--- src/common/lacr_map.svh ---
// Operation
// - load reading falls linearly, zero at full load
// - stall halts motor without further command
// - max current 0..255 resolved to 32 steps
// - after stop, drop to standby current
// - standstill delay in 10 ms units, default 200
// - minimum select: 0 half, 1 quarter scale
// - down rate picks run 32, 8, 2, 1
// - up step picks increment 1, 2, 4, 8
// - hysteresis spaces lower and upper thresholds
// - stall stop only above stall speed limit
// - adaptive regulation only above enable speed
`ifndef LACR_MAP_SVH
`define LACR_MAP_SVH

// register offsets (word index)
`define LACR_OFS_CTRL 4'h0
`define LACR_OFS_CURRENT 4'h1
`define LACR_OFS_LOAD 4'h2
`define LACR_OFS_SPEED 4'h3
`define LACR_OFS_DELAY 4'h4
`define LACR_OFS_STATUS 4'h5
`define LACR_OFS_IRQ_STATUS 4'h6
`define LACR_OFS_IRQ_MASK 4'h7

// ctrl register fields
`define LACR_CTRL_MINSEL_BIT 0
`define LACR_CTRL_DOWN_LSB 1
`define LACR_CTRL_UP_LSB 3
`define LACR_CTRL_STALL_CLR_BIT 5

// current register fields
`define LACR_CUR_MAX_LSB 0
`define LACR_CUR_STBY_LSB 8

// load register fields
`define LACR_LOAD_LOWER_LSB 0
`define LACR_LOAD_HYST_LSB 16

// speed register fields
`define LACR_SPD_STALL_LSB 0
`define LACR_SPD_ADAPT_LSB 16

// irq bits
`define LACR_IRQ_STALL_BIT 0
`define LACR_IRQ_STANDBY_BIT 1
`define LACR_IRQ_UP_BIT 2
`define LACR_IRQ_DOWN_BIT 3

// reset values
`define LACR_RST_MAX_CURRENT 8'hff
`define LACR_RST_STBY_CURRENT 8'h20
`define LACR_RST_DELAY 16'h00c8
`define LACR_RST_LOWER 10'h040
`define LACR_RST_HYST 10'h040
`define LACR_RST_STALL_SPEED 16'h0000
`define LACR_RST_ADAPT_SPEED 16'h0000

// timing: delay tick in ms, clock in kHz
`define LACR_DELAY_UNIT_MS 10
`define LACR_CLOCK_KHZ 25000
`define LACR_TICK_CYCLES (`LACR_DELAY_UNIT_MS * `LACR_CLOCK_KHZ)

`endif

--- src/common/lacr_pkg.sv ---
`default_nettype none
package lacr_pkg;
    // motor-side state
    typedef enum logic [1:0] {
        LACR_RUN = 2'b00,
        LACR_WAIT = 2'b01,
        LACR_STANDBY = 2'b11,
        LACR_STALLED = 2'b10
    } lacr_state_type;

    // one load sample from the driver
    typedef struct packed {
        logic valid;
        logic [9:0] value;
    } lacr_load_type;

    // register bus request
    typedef struct packed {
        logic wr;
        logic rd;
        logic [3:0] addr;
        logic [31:0] wdata;
    } lacr_bus_type;
endpackage : lacr_pkg
`default_nettype wire

--- src/hdl/lacr_tick.sv ---
`include "lacr_map.svh"
`default_nettype none
module lacr_tick (
    // clock and reset
    input wire logic i_clock,
    input wire logic i_rst_n,
    input wire logic i_ce,
    // control
    input wire logic i_clear,
    input wire logic [15:0] i_limit,
    // status
    output logic o_expired
);
    localparam int TICK = `LACR_TICK_CYCLES;
    logic [17:0] pre_q;
    logic [15:0] cnt_q;
    logic tick;
    logic done;

    // 10 ms prescaler feeding the delay counter
    assign tick = (pre_q == 18'(TICK - 1));
    assign done = (cnt_q >= i_limit);
    assign o_expired = done;

    // prescaler and unit counter, saturate once the delay has run out
    always_ff @(posedge i_clock or negedge i_rst_n) begin
        if (!i_rst_n) begin
            pre_q <= 18'h0_0000;
            cnt_q <= 16'h0000;
        end else if (i_ce) begin
            if (i_clear) begin
                pre_q <= 18'h0_0000;
                cnt_q <= 16'h0000;
            end else if (!done) begin
                pre_q <= tick ? 18'h0_0000 : pre_q + 18'h0_0001;
                if (tick) begin
                    cnt_q <= cnt_q + 16'h0001;
                end
            end
        end
    end
endmodule : lacr_tick
`default_nettype wire

--- src/hdl/lacr_regulator.sv ---
// Implementation choices: the plain strobed port and the address map.
`include "lacr_map.svh"
`default_nettype none
module lacr_regulator (
    // clock and reset
    input wire logic i_clock,
    input wire logic i_rst_n,
    input wire logic i_ce,
    // register port
    input wire logic [3:0] i_addr,
    input wire logic [31:0] i_wdata,
    input wire logic i_wr,
    input wire logic i_rd,
    output logic [31:0] o_rdata,
    // load reading from the driver (same clock)
    input wire logic i_load_valid,
    input wire logic [9:0] i_load,
    // motion state
    input wire logic [15:0] i_speed,
    // motor control
    output logic [7:0] o_current,
    output logic o_stall_stop,
    output logic o_standby,
    // interrupt
    output logic o_irq
);
    // bus and load carriers, motor state
    lacr_pkg::lacr_bus_type bus;
    lacr_pkg::lacr_load_type load;
    lacr_pkg::lacr_state_type state_q;
    lacr_pkg::lacr_state_type state_d;

    // configuration registers
    logic min_current_select_q;
    logic [1:0] current_down_rate_q;
    logic [1:0] current_up_step_q;
    logic [7:0] max_current_setting_q;
    logic [7:0] standby_current_setting_q;
    logic [9:0] lower_q;
    logic [9:0] load_hysteresis_q;
    logic [15:0] stall_stop_speed_q;
    logic [15:0] adaptive_enable_speed_q;
    logic [15:0] standstill_delay_q;
    logic [3:0] irq_status_q;
    logic [3:0] irq_mask_q;
    logic [31:0] rdata_q;

    // regulation state
    logic [7:0] adapt_q;
    logic [4:0] down_cnt_q;
    logic [7:0] current_q;

    assign bus = '{wr: i_wr, rd: i_rd, addr: i_addr, wdata: i_wdata};
    assign load = '{valid: i_load_valid, value: i_load};

    // address decode, used by write and read paths
    function automatic logic hit(input logic [3:0] a, input logic [3:0] ofs);
        hit = (a == ofs);
    endfunction : hit

    // down run length per rate code, one short since the count starts at zero
    function automatic logic [4:0] run_of(input logic [1:0] code);
        unique case (code)
            2'h0: run_of = 5'h1f;
            2'h1: run_of = 5'h07;
            2'h2: run_of = 5'h01;
            2'h3: run_of = 5'h00;
        endcase
    endfunction : run_of

    // up increment per step code
    function automatic logic [3:0] inc_of(input logic [1:0] code);
        unique case (code)
            2'h0: inc_of = 4'h1;
            2'h1: inc_of = 4'h2;
            2'h2: inc_of = 4'h4;
            2'h3: inc_of = 4'h8;
        endcase
    endfunction : inc_of

    // per-register strobes, all qualified by the write or read strobe
    logic wr_ctrl, wr_cur, wr_load, wr_spd, wr_delay, wr_mask, rd_irq;
    assign wr_ctrl = bus.wr && hit(bus.addr, `LACR_OFS_CTRL);
    assign wr_cur = bus.wr && hit(bus.addr, `LACR_OFS_CURRENT);
    assign wr_load = bus.wr && hit(bus.addr, `LACR_OFS_LOAD);
    assign wr_spd = bus.wr && hit(bus.addr, `LACR_OFS_SPEED);
    assign wr_delay = bus.wr && hit(bus.addr, `LACR_OFS_DELAY);
    assign wr_mask = bus.wr && hit(bus.addr, `LACR_OFS_IRQ_MASK);
    assign rd_irq = bus.rd && hit(bus.addr, `LACR_OFS_IRQ_STATUS);

    // leaving stall takes an explicit write, never a timeout
    logic stall_clear;
    assign stall_clear = wr_ctrl && bus.wdata[`LACR_CTRL_STALL_CLR_BIT];

    // thresholds: upper sits hysteresis above lower
    logic [10:0] upper;
    logic below_lower, above_upper;
    assign upper = {1'b0, lower_q} + {1'b0, load_hysteresis_q};
    assign below_lower = load.valid && (load.value < lower_q);
    assign above_upper = load.valid && ({1'b0, load.value} > upper);

    // speed gates; reading is zero at full load so zero means stall
    logic moving, adaptive_on, stall_event;
    assign moving = (i_speed != 16'h0000);
    assign adaptive_on = (i_speed > adaptive_enable_speed_q);
    assign stall_event = load.valid && (load.value == 10'h000)
        && (i_speed > stall_stop_speed_q);

    // limits: run ceiling is the 32-step grid, floor a fraction of it
    logic [7:0] ceiling, floor_cur;
    assign ceiling = {max_current_setting_q[7:3], 3'b111};
    assign floor_cur = min_current_select_q ? {2'b00, ceiling[7:2]}
        : {1'b0, ceiling[7:1]};

    // down run length and up increment decode
    logic [4:0] run_len;
    logic [3:0] up_inc;
    assign run_len = run_of(current_down_rate_q);
    assign up_inc = inc_of(current_up_step_q);

    // saturating adjust arithmetic
    logic [8:0] up_sum;
    logic [7:0] up_val, down_val;
    logic do_down;
    assign up_sum = {1'b0, adapt_q} + {5'h00, up_inc};
    assign up_val = (up_sum > {1'b0, ceiling}) ? ceiling : up_sum[7:0];
    assign do_down = above_upper && (down_cnt_q == run_len);
    assign down_val = (adapt_q > floor_cur) ? adapt_q - 8'h01 : floor_cur;

    // standstill delay timer
    logic delay_done;
    lacr_tick u_tick (
        .i_clock(i_clock),
        .i_rst_n(i_rst_n),
        .i_ce(i_ce),
        .i_clear(moving),
        .i_limit(standstill_delay_q),
        .o_expired(delay_done)
    );

    // motor state machine
    always_comb begin
        state_d = state_q;
        unique case (state_q)
            lacr_pkg::LACR_RUN: begin
                if (stall_event) begin
                    state_d = lacr_pkg::LACR_STALLED;
                end else if (!moving) begin
                    state_d = lacr_pkg::LACR_WAIT;
                end
            end
            lacr_pkg::LACR_WAIT: begin
                // motion before the delay runs out skips standby
                if (moving) begin
                    state_d = lacr_pkg::LACR_RUN;
                end else if (delay_done) begin
                    state_d = lacr_pkg::LACR_STANDBY;
                end
            end
            lacr_pkg::LACR_STANDBY: begin
                if (moving) begin
                    state_d = lacr_pkg::LACR_RUN;
                end
            end
            lacr_pkg::LACR_STALLED: begin
                // motion alone never leaves stall
                if (stall_clear) begin
                    state_d = lacr_pkg::LACR_RUN;
                end
            end
        endcase
    end

    // output current selection
    logic [7:0] current_d;
    assign current_d = (state_q == lacr_pkg::LACR_STANDBY) ? standby_current_setting_q
        : adaptive_on ? adapt_q : ceiling;

    // hardware events for the sticky status
    logic [3:0] events;
    assign events[`LACR_IRQ_STALL_BIT] = (state_d == lacr_pkg::LACR_STALLED)
        && (state_q != lacr_pkg::LACR_STALLED);
    assign events[`LACR_IRQ_STANDBY_BIT] = (state_d == lacr_pkg::LACR_STANDBY)
        && (state_q != lacr_pkg::LACR_STANDBY);

    // adaptive steps count only inside the enable band
    assign events[`LACR_IRQ_UP_BIT] = adaptive_on && below_lower;
    assign events[`LACR_IRQ_DOWN_BIT] = adaptive_on && do_down;

    // read mux
    logic [31:0] rd_mux;
    assign rd_mux = hit(bus.addr, `LACR_OFS_CTRL) ? {27'h000_0000, current_up_step_q,
            current_down_rate_q, min_current_select_q} :
        hit(bus.addr, `LACR_OFS_CURRENT) ? {16'h0000, standby_current_setting_q,
            max_current_setting_q} :
        hit(bus.addr, `LACR_OFS_LOAD) ? {6'h00, load_hysteresis_q, 6'h00, lower_q} :
        hit(bus.addr, `LACR_OFS_SPEED) ? {adaptive_enable_speed_q, stall_stop_speed_q} :
        hit(bus.addr, `LACR_OFS_DELAY) ? {16'h0000, standstill_delay_q} :
        hit(bus.addr, `LACR_OFS_STATUS) ? {14'h0000, state_q, 8'h00, current_q} :
        hit(bus.addr, `LACR_OFS_IRQ_STATUS) ? {28'h000_0000, irq_status_q} :
        hit(bus.addr, `LACR_OFS_IRQ_MASK) ? {28'h000_0000, irq_mask_q} : 32'h0000_0000;

    // configuration writes
    always_ff @(posedge i_clock or negedge i_rst_n) begin
        if (!i_rst_n) begin
            min_current_select_q <= 1'b0;
            current_down_rate_q <= 2'd0;
            current_up_step_q <= 2'd0;
            max_current_setting_q <= `LACR_RST_MAX_CURRENT;
            standby_current_setting_q <= `LACR_RST_STBY_CURRENT;
            lower_q <= `LACR_RST_LOWER;
            load_hysteresis_q <= `LACR_RST_HYST;
            stall_stop_speed_q <= `LACR_RST_STALL_SPEED;
            adaptive_enable_speed_q <= `LACR_RST_ADAPT_SPEED;
            standstill_delay_q <= `LACR_RST_DELAY;
            irq_mask_q <= 4'h0;
        end else if (i_ce) begin
            if (wr_ctrl) begin
                min_current_select_q <= bus.wdata[`LACR_CTRL_MINSEL_BIT];
                current_down_rate_q <= bus.wdata[`LACR_CTRL_DOWN_LSB +: 2];
                current_up_step_q <= bus.wdata[`LACR_CTRL_UP_LSB +: 2];
            end
            if (wr_cur) begin
                max_current_setting_q <= bus.wdata[`LACR_CUR_MAX_LSB +: 8];
                standby_current_setting_q <= bus.wdata[`LACR_CUR_STBY_LSB +: 8];
            end
            if (wr_load) begin
                lower_q <= bus.wdata[`LACR_LOAD_LOWER_LSB +: 10];
                load_hysteresis_q <= bus.wdata[`LACR_LOAD_HYST_LSB +: 10];
            end
            if (wr_spd) begin
                stall_stop_speed_q <= bus.wdata[`LACR_SPD_STALL_LSB +: 16];
                adaptive_enable_speed_q <= bus.wdata[`LACR_SPD_ADAPT_LSB +: 16];
            end
            if (wr_delay) begin
                standstill_delay_q <= bus.wdata[15:0];
            end
            if (wr_mask) begin
                irq_mask_q <= bus.wdata[3:0];
            end
        end
    end

    // read data: one cycle slot, zero otherwise
    always_ff @(posedge i_clock or negedge i_rst_n) begin
        if (!i_rst_n) begin
            rdata_q <= 32'h0000_0000;
        end else if (i_ce) begin
            rdata_q <= bus.rd ? rd_mux : 32'h0000_0000;
        end
    end

    // sticky status per event bit; a new event wins over read clear
    for (genvar g = 0; g < 4; g++) begin : g_sticky
        always_ff @(posedge i_clock or negedge i_rst_n) begin
            if (!i_rst_n) begin
                irq_status_q[g] <= 1'b0;
            end else if (i_ce) begin
                irq_status_q[g] <= events[g] || (irq_status_q[g] && !rd_irq);
            end
        end
    end

    // adaptive current: step up per low reading, down after a run of high ones
    always_ff @(posedge i_clock or negedge i_rst_n) begin
        if (!i_rst_n) begin
            adapt_q <= `LACR_RST_MAX_CURRENT;
            down_cnt_q <= 5'd0;
        end else if (i_ce) begin
            if (!adaptive_on) begin
                adapt_q <= ceiling; // restart from run current
                down_cnt_q <= 5'd0;
            end else if (below_lower) begin
                adapt_q <= up_val;
                down_cnt_q <= 5'd0;
            end else if (above_upper) begin
                down_cnt_q <= do_down ? 5'd0 : down_cnt_q + 5'd1;
                if (do_down) begin
                    adapt_q <= down_val;
                end
            end else if (adapt_q > ceiling) begin
                adapt_q <= ceiling; // follow a lowered setting
            end
        end
    end

    // motor state and registered current
    always_ff @(posedge i_clock or negedge i_rst_n) begin
        if (!i_rst_n) begin
            state_q <= lacr_pkg::LACR_RUN;
            current_q <= 8'h00;
        end else if (i_ce) begin
            state_q <= state_d;
            current_q <= current_d;
        end
    end

    // outputs
    assign o_rdata = rdata_q;
    assign o_current = current_q;
    assign o_stall_stop = (state_q == lacr_pkg::LACR_STALLED);
    assign o_standby = (state_q == lacr_pkg::LACR_STANDBY);
    assign o_irq = |(irq_status_q & irq_mask_q);
endmodule : lacr_regulator
`default_nettype wire

--- config.mk ---
export PLATFORM = sky130hd
export DESIGN_NAME = lacr_regulator
export DESIGN_NICKNAME = d
export VERILOG_FILES = /design/src/common/lacr_pkg.sv /design/src/hdl/lacr_tick.sv /design/src/hdl/lacr_regulator.sv
export VERILOG_INCLUDE_DIRS = /design/src /design/src/common
export SDC_FILE = /design/constraint.sdc
export NUM_CORES = 1
export LEC_CHECK = 0
export ABC_AREA = 1
export BUFFER_PORTS_ARGS = -buffer_cell sky130_fd_sc_hd__buf_4
export CAP_MARGIN = 20
export CORE_UTILIZATION = 55
export DETAILED_ROUTE_END_ITERATION = 7
export PLACE_DENSITY = 0.81
export SYNTH_ARGS = -nofsm -noshare
export SYNTH_HDL_FRONTEND = slang
export SYNTH_HIERARCHICAL = 1
export SYNTH_SLANG_ARGS = --single-unit
--- constraint.sdc ---
create_clock -name i_clock -period 4.5 [get_ports i_clock]
set_clock_uncertainty 0.2 [all_clocks]
set_input_delay 0.45 -clock i_clock [delete_from_list [all_inputs] [get_ports i_clock]]
set_output_delay 0.45 -clock i_clock [all_outputs]
set_load 0.02 [all_outputs]
==> results.txt <==
Register area share after synthesis: 0.373
Mapped Nets: 1844
Final WL: 37200 µm
Core area: 22100 µm²
Post-detail-place hpwl: 27300 µm
Max-slew headroom: 0.233
Most frequent cells in the layout: 486 x nand2_1, 189 x inv_1, 164 x dfrtp_1, 114 x buf_4, 112 x nor2_1
Crit path buf inv count: 2
CTS clk-pin slew, worst paths: 0.09 ns
Fin crit share: 0.799
Clock buffer count from CTS: 17
Failing checks: design-rule violations
VDD IR-drop max: 0.248 mV
Pwr per Cell Area: 423 nW/µm²
Share of cells above drive strength 1: 0.131
Vias per cell: 5.87
Layout fillers: 1909
Vias in the first global route: 11410
Outcome: finished with violations
CP required: 4.69 ns
RSZ-0062 raised after global routing: false
Netlist cell types: 58
Worst Setup Path Type: register to register
Antenna fix cells: 0
DIE WIDTH: 153 µm
I/O pins: 111
Crit path top cell by count: nand2_1
WL met3: 3510 µm
H-Tree Level Count: 4
Vias after detailed routing: 12052
Post-synthesis cell count: 1672
Tmin final: 3.60 ns
Synth warn: 6
Grt total ovfl: 0
Avg Cell Area, Syn: 7.50 µm²
TritonCTS clock tree: done
IO buf count: 110
Post-synth EDFFs: 0
Max Used Layer: met4
Synth async-reset ratio: 1.00
Maximum fanout along the worst path: 8
Final #Nets: 1932
First-pass GRT wire length: 60300 µm
Crit path max-delay cell type: dfstp_2
Crit. End Element: register
Fmax: 278 MHz
Crit path arrival time: 3.78 ns
Initial antenna violation count: 0
Clock latency on the worst-skew pair: 0.45 ns
Routed Antenna Nets: 0
Mapped Area: 12500 µm²
Slew Limit Fails: 0
DR pass1 iterations: 8
Clock Sinks: 186
Setup TNS: 0 ns
Final WS setup: 0.904 ns
CP cell instances: ha_1, inv_1, fa_1, nand3b_1, nand2_1, xor2_1, inv_1, ha_1, nand2_1, nand2_1, nand2_1, nand2_1, nand2_1, nand2_1, nand2_1, nand2_1, nand2_1, nand3_1, nand3_1, nand2_1, nand2_1, nand2_1, nand2_1
Crit path launch type: register
Die height: 153 µm
Die area: 23400 µm²
Metal-1 WL: 15600 µm
Wire length per cell: 18.1 µm
Worst Setup Slack post-DPL: 0.944 ns
Initial detailed-routing violation count: 1226
Primary FF master, synth: dfrtp_1
Clock root buffer: clkbuf_16
Layout area overhead: 13.3%
Hold Violations, Final: 0
DRC viols: 2
CTS Buffer Depth: 2
Leading cell type in the layout, fill and taps excluded: nand2_1
GR Util All Layers: 0.327
Yosys reg bits: 186
Site row count: 54
Critical path's top delay family: simple AND/OR/NAND/NOR gates
Final setup fails: 0
WL met2: 17100 µm
Starting Density: 0.568
Hold crit path type: primary input to register
Least-Margin Pin Slew: 1.15 ns
Crit path largest cell delay: 0.63 ns
Setup bufs post-CTS: 0
Largest net degree at the start of global routing: 115
Gp weighted congestion: 0.973
Maxcap violations: 0
Leak: 7.05 nW
==> kinds of logic after synthesis <==
| family | count (synthesis) | share of synthesized area |
|---|---|---|
| adder cells (fa/ha/maj) | 104 | 0.105 |
| AO/OA/AOI/OAI | 313 | 0.143 |
| flip-flops | 186 | 0.373 |
| AND/OR/NAND/NOR | 779 | 0.275 |
| XOR/XNOR | 27 | 0.0189 |
| multiplexers | 1 | 0.000898 |
| buffers and inverters | 262 | 0.0843 |
==> synthesized netlist by cell type (5+ instances only) <==
library cell  instances  area (µm²)
xnor2_1               8        70.1
nand3_1              68         340
o22ai_1               7        43.8
nand4_1              45         282
buf_2                11        55.1
nor2_1              112         420
nand2_4               5        56.3
inv_2                18        67.6
nor3_1               15        75.1
xor2_1               19         166
inv_1               189         709
o21ai_1              81         405
nand2_1             487        1830
nor2_4                6        67.6
a32o_1               14         140
nor4_1                6        37.5
dfrtp_1             164        4100
o211ai_1              8        60.1
nand2_2              10        62.6
ha_1                102        1280
o21bai_1              5        37.5
dfstp_2              22         578
a21oi_1              62         310
clkinv_1              5        18.8
a221oi_1              8        70.1
o21ai_0             105         526
clkbuf_1             27         101
==> worst reg2reg max path, delay by kind of cell (launching register included) <==
| family | cells | cell delay (ns) |
|---|---|---|
| xor+xnor | 1 | 0.22 |
| fa+ha+maj | 3 | 0.90 |
| buf+inv | 2 | 0.13 |
| flops | 1 | 0.63 |
| simple gates | 17 | 1.44 |
==> metrics by stage <==
stage / instances / power (W) / hold WS, ns / instance area [µm²] / utilization
after floorplan: 1672 / 0.00366 / -0.0456 / 12500 / -
after global placement: 2018 / 0.00429 / 0.261 / 13500 / 0.611
after detailed placement: 2018 / 0.00435 / 0.267 / 13500 / 0.611
after CTS: 2051 / 0.00599 / 0.0368 / 14200 / 0.641
after global routing: 2053 / 0.00638 / 0.0385 / 14200 / 0.643
final: 2053 / 0.00602 / 0.0374 / 14200 / 0.643
==> worst paths after layout <==
| path | start | endpoint | slack, ns | depth (start not counted) |
|---|---|---|---|---|
| setup / recovery | adapt_q[0]$_DFFE_PN1P_ | adapt_q[7]$_DFFE_PN1P_ | 0.90 | 23 |
| hold / removal | i_wdata[26] | adaptive_enable_speed_q[10]$_DFFE_PN0P_ | 0.04 | 3 |
| setup reg to reg | adapt_q[0]$_DFFE_PN1P_ | adapt_q[7]$_DFFE_PN1P_ | 0.90 | 23 |
| max in group asynchronous | i_rst_n | adapt_q[0]$_DFFE_PN1P_ | 2.47 | 3 |
| hold reg to reg | max_current_setting_q[1]$_DFFE_PN1P_ | max_current_setting_q[1]$_DFFE_PN1P_ | 0.28 | 2 |
| min in group asynchronous | i_rst_n | lower_q[3]$_DFFE_PN0P_ | 0.45 | 2 |
==> cell type report <==
cell class	count	area, µm²	share of cell area
clock buffers	17	425	0.0299
clock inverters	15	228	0.0160
inverters	213	802	0.0565
multi-input cells	1224	6800	0.479
flip-flops and latches	186	4680	0.330
well taps	280	350	0.0247
repair buffers	118	915	0.0644
==> report_power, final <==
part           switching [W]  leakage, nW  total, W  internal [W]
clock network       0.000804        0.314   0.00163      0.000827
logic                0.00136         4.34   0.00214      0.000773
registers           0.000307         2.39   0.00225       0.00194
==> layer usage <==
layer  track usage  up-vias
li1              -     5705
met1         0.446     5674
met2         0.524      586
met3        0.0612       87
met4         0.114        0
met5             0        -
==> state kept, by name, indices dropped and copies added, names as in the netlist <==
name,cells
standstill_delay_q,16
lower_q,10
stall_stop_speed_q,16
o_rdata,32
down_cnt_q,5
state_q,2
standby_current_setting_q,8
u_tick/pre_q,18
adapt_q,8
current_down_rate_q,2
adaptive_enable_speed_q,16
o_current,8
load_hysteresis_q,10
current_up_step_q,2
min_current_select_q,1
max_current_setting_q,8
irq_mask_q,4
irq_status_q,4
u_tick/cnt_q,16
==> timing repair <==
action	4_1_cts	5_1_grt
hold buffers	1	0
resized for setup	0	0
hold endpoints to repair	75	0
No activity file was read; power rests on OpenSTA's default activity.
